[src/pfr_pkg.sv]
// Shared constants and types for the phase feedback stage model.
// Assumes one clock: the shared stage sample clock, ref_clk.
package pfr_pkg;

    // Word and framing widths
    localparam int WORD_W     = 6;
    localparam int CNT_W      = 4;
    localparam int IDX_W      = 3;
    localparam int OFFS_W     = 4;

    // Stage timing in sample clock cycles
    localparam int CONV_BIT_CLKS = 6;
    localparam int LOAD_CLKS     = 1;
    localparam int CONV_CLKS     = CONV_BIT_CLKS + LOAD_CLKS;
    localparam int BIT_CLKS      = 2;
    localparam int SOC_CLKS      = 2;
    localparam int SOC_GAP_CLKS  = 2;
    localparam int SOC_PERIOD    = 64;

    // Buffer shape
    localparam int FIFO_DEPTH = 32;

    // Fixed codes
    localparam logic [CNT_W-1:0]  CNT_ZERO = 4'h0;
    localparam logic [IDX_W-1:0]  IDX_ZERO = 3'h0;
    localparam logic [WORD_W-1:0] WORD_ZERO = 6'h00;

    // Role given to a stage by the controller
    typedef enum logic [1:0] {
        PFR_ROLE_PLAIN,
        PFR_ROLE_REGULATION,
        PFR_ROLE_TRANSIENT,
        PFR_ROLE_OVUV
    } pfr_role_t;

    // One analog snapshot to be reported
    typedef struct packed {
        logic [WORD_W-1:0] current;
        logic [WORD_W-1:0] verr;
    } pfr_sample_t;

    // Window comparator settings
    typedef struct packed {
        logic [OFFS_W-1:0] trip_high;
        logic [OFFS_W-1:0] trip_low;
        logic [WORD_W-1:0] ovuv_limit;
    } pfr_window_t;

    localparam int SAMPLE_W = $bits(pfr_sample_t);

endpackage

[src/pfr_fifo.sv]
// Sample FIFO with registered read data and registered ready.
// Assumes one clock and an asynchronous active-high reset.
`timescale 1ns/1ps
`default_nettype none
module pfr_fifo #(
    parameter int WIDTH = 12,
    parameter int DEPTH = 32
) (
    // Clock and reset
    input  wire logic             ref_clk,
    input  wire logic             reset,
    // Fill side
    input  wire logic             in_valid,
    output logic                  in_ready,
    input  wire logic [WIDTH-1:0] in_data,
    // Drain side
    output logic                  out_valid,
    input  wire logic             out_ready,
    output logic [WIDTH-1:0]      out_data
);
    localparam int AW = $clog2(DEPTH);
    localparam int CW = AW + 1;

    logic [WIDTH-1:0] mem_q [DEPTH];
    logic [AW-1:0]    wr_q, wr_d, rd_q, rd_d;
    logic [CW-1:0]    cnt_q, cnt_d;
    logic             rdy_q, rdy_d, ov_q, ov_d;
    logic [WIDTH-1:0] od_q, od_d;
    logic             push, load;

    // ==========================================
    // Next state
    always_comb begin
        push = in_valid & rdy_q;
        // Refill the output register when it is empty or being taken
        load = (cnt_q != CW'(0)) & (~ov_q | out_ready);
        wr_d = push ? AW'(wr_q + AW'(1)) : wr_q;
        rd_d = load ? AW'(rd_q + AW'(1)) : rd_q;
        cnt_d = CW'(cnt_q + CW'(push) - CW'(load));
        ov_d = load ? 1'b1 : (out_ready ? 1'b0 : ov_q);
        od_d = load ? mem_q[rd_q] : od_q;
        // Ready is registered so back-pressure reaches the source cleanly
        rdy_d = (cnt_d < CW'(DEPTH));
    end

    // ==========================================
    // Registers
    always_ff @(posedge ref_clk or posedge reset) begin
        if (reset) begin
            wr_q  <= '0;
            rd_q  <= '0;
            cnt_q <= '0;
            rdy_q <= 1'b0;
            ov_q  <= 1'b0;
            od_q  <= '0;
        end else begin
            wr_q  <= wr_d;
            rd_q  <= rd_d;
            cnt_q <= cnt_d;
            rdy_q <= rdy_d;
            ov_q  <= ov_d;
            od_q  <= od_d;
        end
    end

    // Storage needs no reset
    always_ff @(posedge ref_clk) begin
        if (push) begin
            mem_q[wr_q] <= in_data;
        end
    end

    assign in_ready  = rdy_q;
    assign out_valid = ov_q;
    assign out_data  = od_q;
endmodule
`default_nettype wire

[src/pfr_stage.sv]
// Power stage end of the phase feedback link: current words, error words,
// window comparator trips. Assumes the controller supplies the shared
// sample clock as ref_clk and samples these serial lines on it.
//
// Functional notes
// - Drive pulse falling edge starts current conversion
// - Six bit clocks plus one load clock
// - Start bit precedes each current word
// - Six current bits follow, MSB first
// - Each serial bit lasts two clocks
// - Drive pulse glitch restarts current conversion
// - Every stage returns current words, any role
// - Regulation stage pulses start two clocks
// - Six error bits, two clocks after start
// - Error converter resolves bit per two clocks
// - Trip and limit stages use window comparator
`timescale 1ns/1ps
`default_nettype none
module pfr_stage
    import pfr_pkg::*;
#(
    parameter int SOC_PERIOD_CLKS = pfr_pkg::SOC_PERIOD,
    parameter int DEPTH           = pfr_pkg::FIFO_DEPTH
) (
    // Clock and reset
    input  wire logic                 ref_clk,
    input  wire logic                 reset,
    // Sample source
    input  wire logic                 sample_valid,
    output logic                      sample_ready,
    input  wire pfr_pkg::pfr_sample_t sample_data,
    // Configuration from the controller
    input  wire pfr_pkg::pfr_role_t   role,
    input  wire pfr_pkg::pfr_window_t window,
    // Link from the controller
    input  wire logic                 high_side_drive_pulse,
    // Link to the controller
    output logic                      phase_current_serial,
    output logic                      error_conversion_start,
    output logic                      voltage_error_serial,
    output logic                      transient_high_trip,
    output logic                      transient_low_trip,
    output logic                      ovuv_fault
);
    import pfr_pkg::*;

    localparam logic [CNT_W-1:0] CONV_LAST = CNT_W'(CONV_CLKS - 1);
    localparam logic [CNT_W-1:0] BIT_LAST  = CNT_W'(BIT_CLKS - 1);
    localparam logic [CNT_W-1:0] SOC_LAST  = CNT_W'(SOC_CLKS - 1);
    localparam logic [CNT_W-1:0] GAP_LAST  = CNT_W'(SOC_GAP_CLKS - 1);
    localparam logic [IDX_W-1:0] MSB_IDX   = IDX_W'(WORD_W - 1);
    localparam int               PER_W     = $clog2(SOC_PERIOD_CLKS + 1);
    localparam logic [PER_W-1:0] PER_LAST  = PER_W'(SOC_PERIOD_CLKS - 1);

    typedef enum logic [1:0] {C_IDLE, C_CONV, C_START, C_DATA} pfr_cstate_t;
    typedef enum logic [1:0] {V_IDLE, V_SOC, V_GAP, V_DATA} pfr_vstate_t;

    // ==========================================
    // Sample buffer
    logic        fifo_valid;
    logic        fifo_pop;
    pfr_sample_t fifo_data;

    pfr_fifo #(
        .WIDTH (SAMPLE_W),
        .DEPTH (DEPTH)
    ) u_fifo (
        .ref_clk   (ref_clk),
        .reset     (reset),
        .in_valid  (sample_valid),
        .in_ready  (sample_ready),
        .in_data   (sample_data),
        .out_valid (fifo_valid),
        .out_ready (fifo_pop),
        .out_data  (fifo_data)
    );

    // Shift word out MSB first
    function automatic logic [WORD_W-1:0] shift_up(input logic [WORD_W-1:0] w);
        shift_up = {w[WORD_W-2:0], 1'b0};
    endfunction

    // ==========================================
    // Current word engine
    pfr_cstate_t       cst_q, cst_d;
    logic [CNT_W-1:0]  ccnt_q, ccnt_d;
    logic [IDX_W-1:0]  cidx_q, cidx_d;
    logic [WORD_W-1:0] csh_q, csh_d;
    logic              cser_q, cser_d;
    logic              drv_q;
    pfr_sample_t       held_q, held_d;
    logic              fall;

    always_comb begin
        // Inputs are synchronous; the registered edge adds the alignment clock
        fall     = drv_q & ~high_side_drive_pulse;
        fifo_pop = fall & fifo_valid;
        held_d   = fifo_pop ? fifo_data : held_q;
        cst_d    = cst_q;
        ccnt_d   = ccnt_q;
        cidx_d   = cidx_q;
        csh_d    = csh_q;
        cser_d   = cser_q;
        if (fall) begin
            // A new edge aborts whatever word is in flight
            cst_d  = C_CONV;
            ccnt_d = CONV_LAST;
            csh_d  = held_d.current;
            cser_d = 1'b0;
        end else begin
            unique case (cst_q)
                C_IDLE: begin
                    cser_d = 1'b0;
                end
                C_CONV: begin
                    if (ccnt_q == CNT_ZERO) begin
                        cst_d  = C_START;
                        ccnt_d = BIT_LAST;
                        cser_d = 1'b1;
                    end else begin
                        ccnt_d = ccnt_q - CNT_W'(1);
                    end
                end
                C_START: begin
                    if (ccnt_q == CNT_ZERO) begin
                        cst_d  = C_DATA;
                        ccnt_d = BIT_LAST;
                        cidx_d = MSB_IDX;
                        cser_d = csh_q[WORD_W-1];
                    end else begin
                        ccnt_d = ccnt_q - CNT_W'(1);
                    end
                end
                C_DATA: begin
                    if (ccnt_q != CNT_ZERO) begin
                        ccnt_d = ccnt_q - CNT_W'(1);
                    end else if (cidx_q == IDX_ZERO) begin
                        cst_d  = C_IDLE;
                        cser_d = 1'b0;
                    end else begin
                        ccnt_d = BIT_LAST;
                        cidx_d = cidx_q - IDX_W'(1);
                        csh_d  = shift_up(csh_q);
                        cser_d = csh_q[WORD_W-2];
                    end
                end
            endcase
        end
    end

    always_ff @(posedge ref_clk or posedge reset) begin
        if (reset) begin
            cst_q  <= C_IDLE;
            ccnt_q <= CNT_ZERO;
            cidx_q <= IDX_ZERO;
            csh_q  <= WORD_ZERO;
            cser_q <= 1'b0;
            drv_q  <= 1'b0;
            held_q <= '0;
        end else begin
            cst_q  <= cst_d;
            ccnt_q <= ccnt_d;
            cidx_q <= cidx_d;
            csh_q  <= csh_d;
            cser_q <= cser_d;
            drv_q  <= high_side_drive_pulse;
            held_q <= held_d;
        end
    end

    // ==========================================
    // Voltage error engine, regulation role only
    pfr_vstate_t       vst_q, vst_d;
    logic [CNT_W-1:0]  vcnt_q, vcnt_d;
    logic [IDX_W-1:0]  vidx_q, vidx_d;
    logic [WORD_W-1:0] vsh_q, vsh_d;
    logic              vser_q, vser_d;
    logic              soc_q, soc_d;
    logic [PER_W-1:0]  per_q, per_d;

    always_comb begin
        vst_d  = vst_q;
        vcnt_d = vcnt_q;
        vidx_d = vidx_q;
        vsh_d  = vsh_q;
        vser_d = vser_q;
        soc_d  = soc_q;
        per_d  = (per_q == PER_W'(0)) ? PER_LAST : per_q - PER_W'(1);
        unique case (vst_q)
            V_IDLE: begin
                vser_d = 1'b0;
                // Role change takes effect at the next conversion
                if (per_q == PER_W'(0) && role == PFR_ROLE_REGULATION) begin
                    vst_d  = V_SOC;
                    vcnt_d = SOC_LAST;
                    soc_d  = 1'b1;
                    vsh_d  = held_q.verr;
                end
            end
            V_SOC: begin
                if (vcnt_q == CNT_ZERO) begin
                    vst_d  = V_GAP;
                    vcnt_d = GAP_LAST;
                    soc_d  = 1'b0;
                end else begin
                    vcnt_d = vcnt_q - CNT_W'(1);
                end
            end
            V_GAP: begin
                if (vcnt_q == CNT_ZERO) begin
                    vst_d  = V_DATA;
                    vcnt_d = BIT_LAST;
                    vidx_d = MSB_IDX;
                    vser_d = vsh_q[WORD_W-1];
                end else begin
                    vcnt_d = vcnt_q - CNT_W'(1);
                end
            end
            V_DATA: begin
                if (vcnt_q != CNT_ZERO) begin
                    vcnt_d = vcnt_q - CNT_W'(1);
                end else if (vidx_q == IDX_ZERO) begin
                    vst_d  = V_IDLE;
                    vser_d = 1'b0;
                end else begin
                    vcnt_d = BIT_LAST;
                    vidx_d = vidx_q - IDX_W'(1);
                    vsh_d  = shift_up(vsh_q);
                    vser_d = vsh_q[WORD_W-2];
                end
            end
        endcase
    end

    always_ff @(posedge ref_clk or posedge reset) begin
        if (reset) begin
            vst_q  <= V_IDLE;
            vcnt_q <= CNT_ZERO;
            vidx_q <= IDX_ZERO;
            vsh_q  <= WORD_ZERO;
            vser_q <= 1'b0;
            soc_q  <= 1'b0;
            per_q  <= PER_LAST;
        end else begin
            vst_q  <= vst_d;
            vcnt_q <= vcnt_d;
            vidx_q <= vidx_d;
            vsh_q  <= vsh_d;
            vser_q <= vser_d;
            soc_q  <= soc_d;
            per_q  <= per_d;
        end
    end

    // ==========================================
    // Window comparator on the held error sample
    logic signed [WORD_W-1:0] err_s, hi_lim, lo_lim;
    // One bit wider so limits above mid-scale stay positive
    logic signed [WORD_W:0]   err_x, ov_hi, ov_lo;
    logic                     thi_q, thi_d, tlo_q, tlo_d, ovf_q, ovf_d;

    always_comb begin
        err_s  = held_q.verr;
        hi_lim = {2'b00, window.trip_high};
        lo_lim = WORD_ZERO - {2'b00, window.trip_low};
        err_x  = {err_s[WORD_W-1], err_s};
        ov_hi  = {1'b0, window.ovuv_limit};
        ov_lo  = -ov_hi;
        thi_d  = (role == PFR_ROLE_TRANSIENT) && (err_s > hi_lim);
        tlo_d  = (role == PFR_ROLE_TRANSIENT) && (err_s < lo_lim);
        ovf_d  = (role == PFR_ROLE_OVUV) && (err_x > ov_hi || err_x < ov_lo);
    end

    always_ff @(posedge ref_clk or posedge reset) begin
        if (reset) begin
            thi_q <= 1'b0;
            tlo_q <= 1'b0;
            ovf_q <= 1'b0;
        end else begin
            thi_q <= thi_d;
            tlo_q <= tlo_d;
            ovf_q <= ovf_d;
        end
    end

    assign phase_current_serial   = cser_q;
    assign error_conversion_start = soc_q;
    assign voltage_error_serial   = vser_q;
    assign transient_high_trip    = thi_q;
    assign transient_low_trip     = tlo_q;
    assign ovuv_fault             = ovf_q;
endmodule
`default_nettype wire

[config.mk]
export PLATFORM = sky130hd
export DESIGN_NAME = pfr_stage
export DESIGN_NICKNAME = d
export VERILOG_FILES = /design/src/pfr_pkg.sv /design/src/pfr_fifo.sv /design/src/pfr_stage.sv
export SDC_FILE = /design/constraint.sdc
export NUM_CORES = 1
export LEC_CHECK = 0
export BUFFER_PORTS_ARGS = -buffer_cell sky130_fd_sc_hd__buf_2
export CAP_MARGIN = 10
export CORE_MARGIN = 4
export CORE_UTILIZATION = 30
export DETAILED_ROUTE_END_ITERATION = 8
export SYNTH_ARGS = -nofsm -noshare
export SYNTH_HDL_FRONTEND = slang
export SYNTH_SLANG_ARGS = --single-unit
[constraint.sdc]
create_clock -name ref_clk -period 2.85 [get_ports ref_clk]
set_input_delay 0.285 -clock ref_clk [delete_from_list [all_inputs] [get_ports ref_clk]]
set_output_delay 0.285 -clock ref_clk [all_outputs]
set_load 0.005 [all_outputs]
# Yosys cells after proc, flatten, opt, wreduce, memory -nomap -nowiden
# Memories as Yosys holds them, arrays and structs flattened. A register that Yosys moved wholly into a read port is not among the register bits.
# Cells that the tools add are included.
classes:
  add_sub_neg: 11
  order_cmp: 5
  n_eq_ne: 26
  mux: 57
  n_bitwise: 8
  n_reduce_logical: 37
ops:
  columns: ["operator", "n"]
  rows:
  - ["2-to-1 mux 6 bit", 7]
  - ["2-to-1 mux 4 bit", 8]
  - ["!= test 2 bit, second input constant", 11]
  - ["2-to-1 mux 2 bit", 10]
  - ["2-to-1 mux 3 bit", 6]
  - ["!= test 3 bit, second input constant", 5]
  - ["AND reduction 5 bit", 3]
  - ["2-to-1 mux 1 bit", 14]
  - ["equality test 2 bit, second input constant", 6]
  - ["2-to-1 mux 12 bit", 1]
  - ["one-hot mux 3 bit (2 select lines)", 2]
  - ["one-hot mux 4 bit (3 select lines)", 1]
  - ["one-hot mux 6 bit (2 select lines)", 1]
  - ["AND reduction 3 bit", 4]
  - ["nonzero test 2 bit", 6]
  - ["nonzero test 4 bit", 3]
  - ["adder 5 x 1 -> 5 bit, second input constant", 2]
  - ["logical NOT 4 bit", 2]
  - ["one-hot mux 2 bit (4 select lines)", 1]
  - ["one-hot mux 4 bit (2 select lines)", 1]
  - ["AND reduction 4 bit", 2]
  - ["subtractor 4 x 1 -> 4 bit, second input constant", 2]
  - ["> comparator 6 x 7 -> 1 bit", 1]
  - ["logical NOT 7 bit", 1]
  - ["28 further kinds", 44]
word_totals:
  register_bits: 74
  ramBits: 384
  inputBits: 32
  output_inout_bits: 7
  elab_cells: 168
  n_memories: 1
mem_list:
  columns: ["name", "depth", "word_bits", "read_ports", "rd_ports_with_merged_regs", "wr", "line_no", "rtl"]
  rows:
  - ["u_fifo.mem_q", 32, 12, 1, 1, 1, "pfr_fifo.sv:24", "logic [WIDTH-1:0] mem_q [DEPTH];"]

# Logic depth before layout (Yosys ltp)
depth:
  ltp_word: 7
  depth_mapped: 14
  mapped_depth_nobuf: 12

# Cells and area by module
# A second synthesis with hierarchy kept.
unflattened:
  cells_unflattened: 1151
  area_unflattened_um2: 19775.2
modules_own_cells:
  columns: ["mod", "instances", "cells_per_inst", "area_per_inst_um2", "seq_area_each_um2"]
  rows:
  - ["pfr_fifo", 1, 800, 16241.8, 12281.8]
  - ["pfr_stage", 1, 351, 3533.4, 1408.9]

# Least setup slack after synthesis
# OpenSTA, ideal clock, no wires.
synth_timing:
  kind: "reg-to-reg"
  start: "register u_fifo.cnt_q[2]"
  end: "register u_fifo.cnt_q[4]"
  setup_ns: 0.080
  arrival_time_ns: 2.655
  t_required_ns: 2.770
  path_slack_ns: 0.115
  path_stages_with_launch: 15
  path_buffers: 2
  synth_period_minus_slack_ns: 2.735
  path_cell_list: "dfrtp_1 inv_1 ha_1 nor4bb_1 a21oi_1 buf_2 buf_2 ha_1 inv_1 ha_1 fa_1 a21oi_1 nor2_1 nor2_1 xnor2_1"
synth_between:
  elab_chain_cells: 3
  elab_cells_between_ends: 4
  classes_between: "add/sub (2); bitwise (1); reduce/logical (1)"
synth_lines:
  columns: ["element", "line_no", "rtl"]
  rows:
  - ["start: declaration", "pfr_fifo.sv:26", "logic [CW-1:0] cnt_q, cnt_d;"]
  - ["start signal: assignment", "pfr_fifo.sv:59", "cnt_q <= cnt_d;"]
  - ["nonzero test 6 bit", "pfr_fifo.sv:36", "load = (cnt_q != CW'(0)) & (~ov_q | out_ready);"]
  - ["bitwise AND 1 bit", "pfr_fifo.sv:36", null]
  - ["via u_fifo.load", "pfr_fifo.sv:29", "logic push, load;"]
  - ["subtractor 6 x 1 -> 6 bit", "pfr_fifo.sv:39", "cnt_d = CW'(cnt_q + CW'(push) - CW'(load));"]
  - ["via u_fifo.cnt_d[4]", "pfr_fifo.sv:26", null]
# The timed path passes the listed nets, and every way through them passes these cells.
# A chain may end at the register's enable or synchronous reset.

==> impl_metrics.env <==
export IMPL_post_synth_cell_area_avg_sq_um=16.45
export IMPL_stdcell_count=2202
export IMPL_cellLeakagePower_nw=8.124
export IMPL_hp_start="role[1]"
export IMPL_number_of_flops_mapped_to_enable_cells_by_yosys=384
export IMPL_share_of_layout_cells_above_drive_strength_1=0.2257
export IMPL_routed_via_density=4.849
export IMPL_syn_inst=1197
export IMPL_synth_top_area_frac=0.5854
export IMPL_detail_route_antenna_nets=0
export IMPL_finalCritPeriodShare=0.9133
export IMPL_cts_root_buffer="sky130_fd_sc_hd__clkbuf_16"
export IMPL_numClockSinks=470
export IMPL_grt_pass1_wl_mm=67.93
export IMPL_gp_congestion=0.7905
export IMPL_critPathMaxFanout=21
export IMPL_yosys_warnings=0
export IMPL_yosys_most_used_dff="sky130_fd_sc_hd__edfxtp_1"
export IMPL_drv_cap=0
export IMPL_floorplan_io_pins=39
export IMPL_initial_core_util=0.3044
export IMPL_p_total_w=0.02044
export IMPL_yosys_top_cells_area="sky130_fd_sc_hd__edfxtp_1 59%, sky130_fd_sc_hd__dfrtp_1 10%, sky130_fd_sc_hd__mux4_2 6.9%"
export IMPL_timing_setup_critical_path_class="reg2reg"
export IMPL_maxClockFrequency_mhz=384.2
export IMPL_hold_violations=0
export IMPL_synth_most_common_cell="sky130_fd_sc_hd__edfxtp_1"
export IMPL_totalNegativeSetupSlack_ns=0
export IMPL_num_nets_final=1393
export IMPL_die_height_um=264.2
export IMPL_wl_per_cell_um=19.94
export IMPL_h_tree_depth_reported_by_cts=2
export IMPL_ys_types=60
export IMPL_grt_start_max_net_pins=45
export IMPL_worst_path_arrival_time_ns=3.08
export IMPL_syn_area_sq_mm=0.01970
export IMPL_setup_viol=0
export IMPL_aggregate_routed_wire_length_mm=43.91
export IMPL_worst_slew_margin_rel=0.1808
export IMPL_holdPathEnd="ovuv_fault"
export IMPL_worst_r2r_setup_slack_ns=0.25
export IMPL_via_count=10678
export IMPL_chipWidth_um=264.2
export IMPL_cts_root_to_sink_buffers=3
export IMPL_result_of_the_run="finished, final reports clean"
export IMPL_fp_dieArea_sq_mm=0.06982
export IMPL_flow_area_growth_from_synthesis_pct=16.23
export IMPL_placed_cells=2100
export IMPL_rsz0062_at_grt="no"
export IMPL_drt_pre_antenna_iters=7
export IMPL_first_global_vias=11179
export IMPL_timing_clock_skew_ns=0.04352
export IMPL_fin_crit_ns=2.603
export IMPL_globalRouteTotalUtil=0.1246
export IMPL_timing_worst_slew_pin_value_ns=1.226
export IMPL_yosys_area_top_type="sky130_fd_sc_hd__edfxtp_1"
export IMPL_ys_async_sr_fraction=0.1830
export IMPL_tritoncts="done"
export IMPL_tritoncts_num_buffers=49
export IMPL_clk_pin_slew_ns=0.06
export IMPL_final_number_of_max_transition_violations=0
export IMPL_critical_path_required_ns=3.33
export IMPL_vdd_ir_drop_max_v=0.0005300
export IMPL_globalRoute_totalOverflow=0
export IMPL_placedInstanceArea_sq_mm=0.02124
export IMPL_r2r_start="u_fifo.rd_q[1]"
export IMPL_hold_path_cell_count=3
export IMPL_synth_seq_cells=470
export IMPL_design_core_area_sq_mm=0.06470
export IMPL_fin_util=0.3539
export IMPL_worstReg2RegEnd="u_fifo.out_data[5]"
export IMPL_num_antenna_cells=0
export IMPL_antenna_found_initial=0
export IMPL_synth_common_cells="384 x sky130_fd_sc_hd__edfxtp_1, 80 x sky130_fd_sc_hd__dfrtp_1, 77 x sky130_fd_sc_hd__nor2_1, 69 x sky130_fd_sc_hd__mux2i_1, 60 x sky130_fd_sc_hd__mux4_2"
export IMPL_worstSetupStartpointType="flip-flop"
export IMPL_cellPowerDensity_mw_per_mm2=892.9
export IMPL_drt_drc_violations_left=0
export IMPL_synth_sequential_area_ratio=0.6951
export IMPL_hold_path_class="in2reg"
export IMPL_dp_final_hpwl_mm=27.53
export IMPL_std_cell_rows=93
export IMPL_ff2ff_path_depth=6
export IMPL_portBuffers=38
export IMPL_clkLatencyLatePin_ns=0.60
export IMPL_postSynthNetCount=1284
export IMPL_post_route_cell_area_sq_mm=0.02289
export IMPL_cp_end_kind="flip-flop"
export IMPL_detailedRoute_firstIterationViolations=969
flip-flops by register name, indices dropped and copies added, names as in the netlist, 2 cells and up:
| name | cells |
|---|---|
| u_fifo.rd_q | 5 |
| err_s | 6 |
| vsh_q | 6 |
| u_fifo.cnt_q | 6 |
| u_fifo.out_data | 12 |
| held_q | 6 |
| vidx_q | 3 |
| u_fifo.mem_q | 384 |
| vst_q | 2 |
| u_fifo.wr_q | 5 |
| cst_q | 2 |
| per_q | 7 |
| cidx_q | 3 |
| ccnt_q | 4 |
| csh_q | 6 |
| vcnt_q | 4 |
power breakdown:
part / internal, W / switching, W / total, W
clock: 0.00346 / 0.00269 / 0.00615
sequential: 0.00805 / 0.000604 / 0.00865
combinational: 0.00261 / 0.00303 / 0.00563
stage by stage:
step	hold slack (ns)	setup WS [ns]
2_1_floorplan	0.3164	0.1150
3_3_place_gp	0.4210	0.1200
3_5_place_dp	0.4232	0.1020
4_1_cts	0.03044	0.04642
5_1_grt	0.07037	0.03245
6_report	0.06239	0.2471
area by class of cell:
type | instances | area (sq um)
clock buffer | 58 | 1260
clock inverter | 34 | 282.8
fill | 6190 | 41800
inverter | 46 | 173.9
multi-input combinational | 626 | 5559
sequential | 470 | 13700
tap | 855 | 1070
timing repair buffer | 113 | 850.8
worst max-delay path, cell delays in order (launching register included):
cell,delay (ns)
sky130_fd_sc_hd__dfrtp_2,0.60
sky130_fd_sc_hd__buf_4,0.26
sky130_fd_sc_hd__nor4b_2,1.02
sky130_fd_sc_hd__a22oi_1,0.22
sky130_fd_sc_hd__nand3_1,0.16
sky130_fd_sc_hd__a2111oi_2,0.05
sky130_fd_sc_hd__nor3_1,0.15
cells in the final DEF (no fill, tap or decap), types with 5 or more instances in the layout:
master,count
sky130_fd_sc_hd__a2111oi_2,10
sky130_fd_sc_hd__a211oi_1,9
sky130_fd_sc_hd__a21o_1,7
sky130_fd_sc_hd__a21oi_1,21
sky130_fd_sc_hd__a22o_1,12
sky130_fd_sc_hd__a22oi_1,11
sky130_fd_sc_hd__buf_12,7
sky130_fd_sc_hd__buf_2,38
sky130_fd_sc_hd__buf_4,64
sky130_fd_sc_hd__clkbuf_1,9
sky130_fd_sc_hd__clkbuf_16,49
sky130_fd_sc_hd__clkinv_1,15
sky130_fd_sc_hd__clkinv_2,10
sky130_fd_sc_hd__dfrtp_1,77
sky130_fd_sc_hd__dfstp_2,6
sky130_fd_sc_hd__edfxtp_1,384
sky130_fd_sc_hd__ha_1,54
sky130_fd_sc_hd__inv_1,45
sky130_fd_sc_hd__mux2_2,35
sky130_fd_sc_hd__mux2i_1,69
sky130_fd_sc_hd__mux4_2,60
sky130_fd_sc_hd__nand2_1,47
sky130_fd_sc_hd__nand2b_1,6
sky130_fd_sc_hd__nand3_1,19
sky130_fd_sc_hd__nor2_1,77
sky130_fd_sc_hd__nor2b_1,14
sky130_fd_sc_hd__nor3_1,31
sky130_fd_sc_hd__o21a_1,5
sky130_fd_sc_hd__o21ai_0,31
sky130_fd_sc_hd__o22ai_1,25
sky130_fd_sc_hd__or3_1,6
sky130_fd_sc_hd__xnor2_1,12
sky130_fd_sc_hd__xor2_1,10
per-layer routing:
metal  vias to the layer above  track usage  part of all wire
met4                         0      0.03427             0.023
met5                         -            0                 0
met3                        63      0.01984             0.050
met1                      5494       0.1746              0.45
met2                       266       0.2024              0.47
li1                       4855            -                 -
kinds of logic after synthesis:
family,Yosys count,synth area share
DFF,470,0.6951
and+or+nand+nor,229,0.05584
muxes,164,0.1237
AOI/OAI and AO/OA,156,0.05654
buffers and inverters,101,0.02376
adders and majority gates,55,0.03532
xor gates and xnor gates,22,0.009783
worst max path at each step:
stage	from	to	slack, ns	cells past startpoint
2_1_floorplan	u_fifo.cnt_q[2]	u_fifo.cnt_q[4]	0.11	14
3_3_place_gp	u_fifo.rd_q[0]	u_fifo.out_data[0]	0.12	7
3_5_place_dp	u_fifo.rd_q[0]	u_fifo.out_data[0]	0.10	7
4_1_cts	u_fifo.rd_q[0]	u_fifo.out_data[0]	0.05	7
5_1_grt	u_fifo.cnt_q[3]	u_fifo.cnt_q[4]	0.03	12
6_report	u_fifo.rd_q[1]	u_fifo.out_data[5]	0.25	6
repair_timing:
action                                  in CTS  in global routing
setup buffers                                0                  6
endpoints found under the setup margin       0                  5
resized for setup                            0                  2
hold buffers                                 4                  0
hold endpoints to repair                    40                  0
Power figures use the tool's default switching activity.
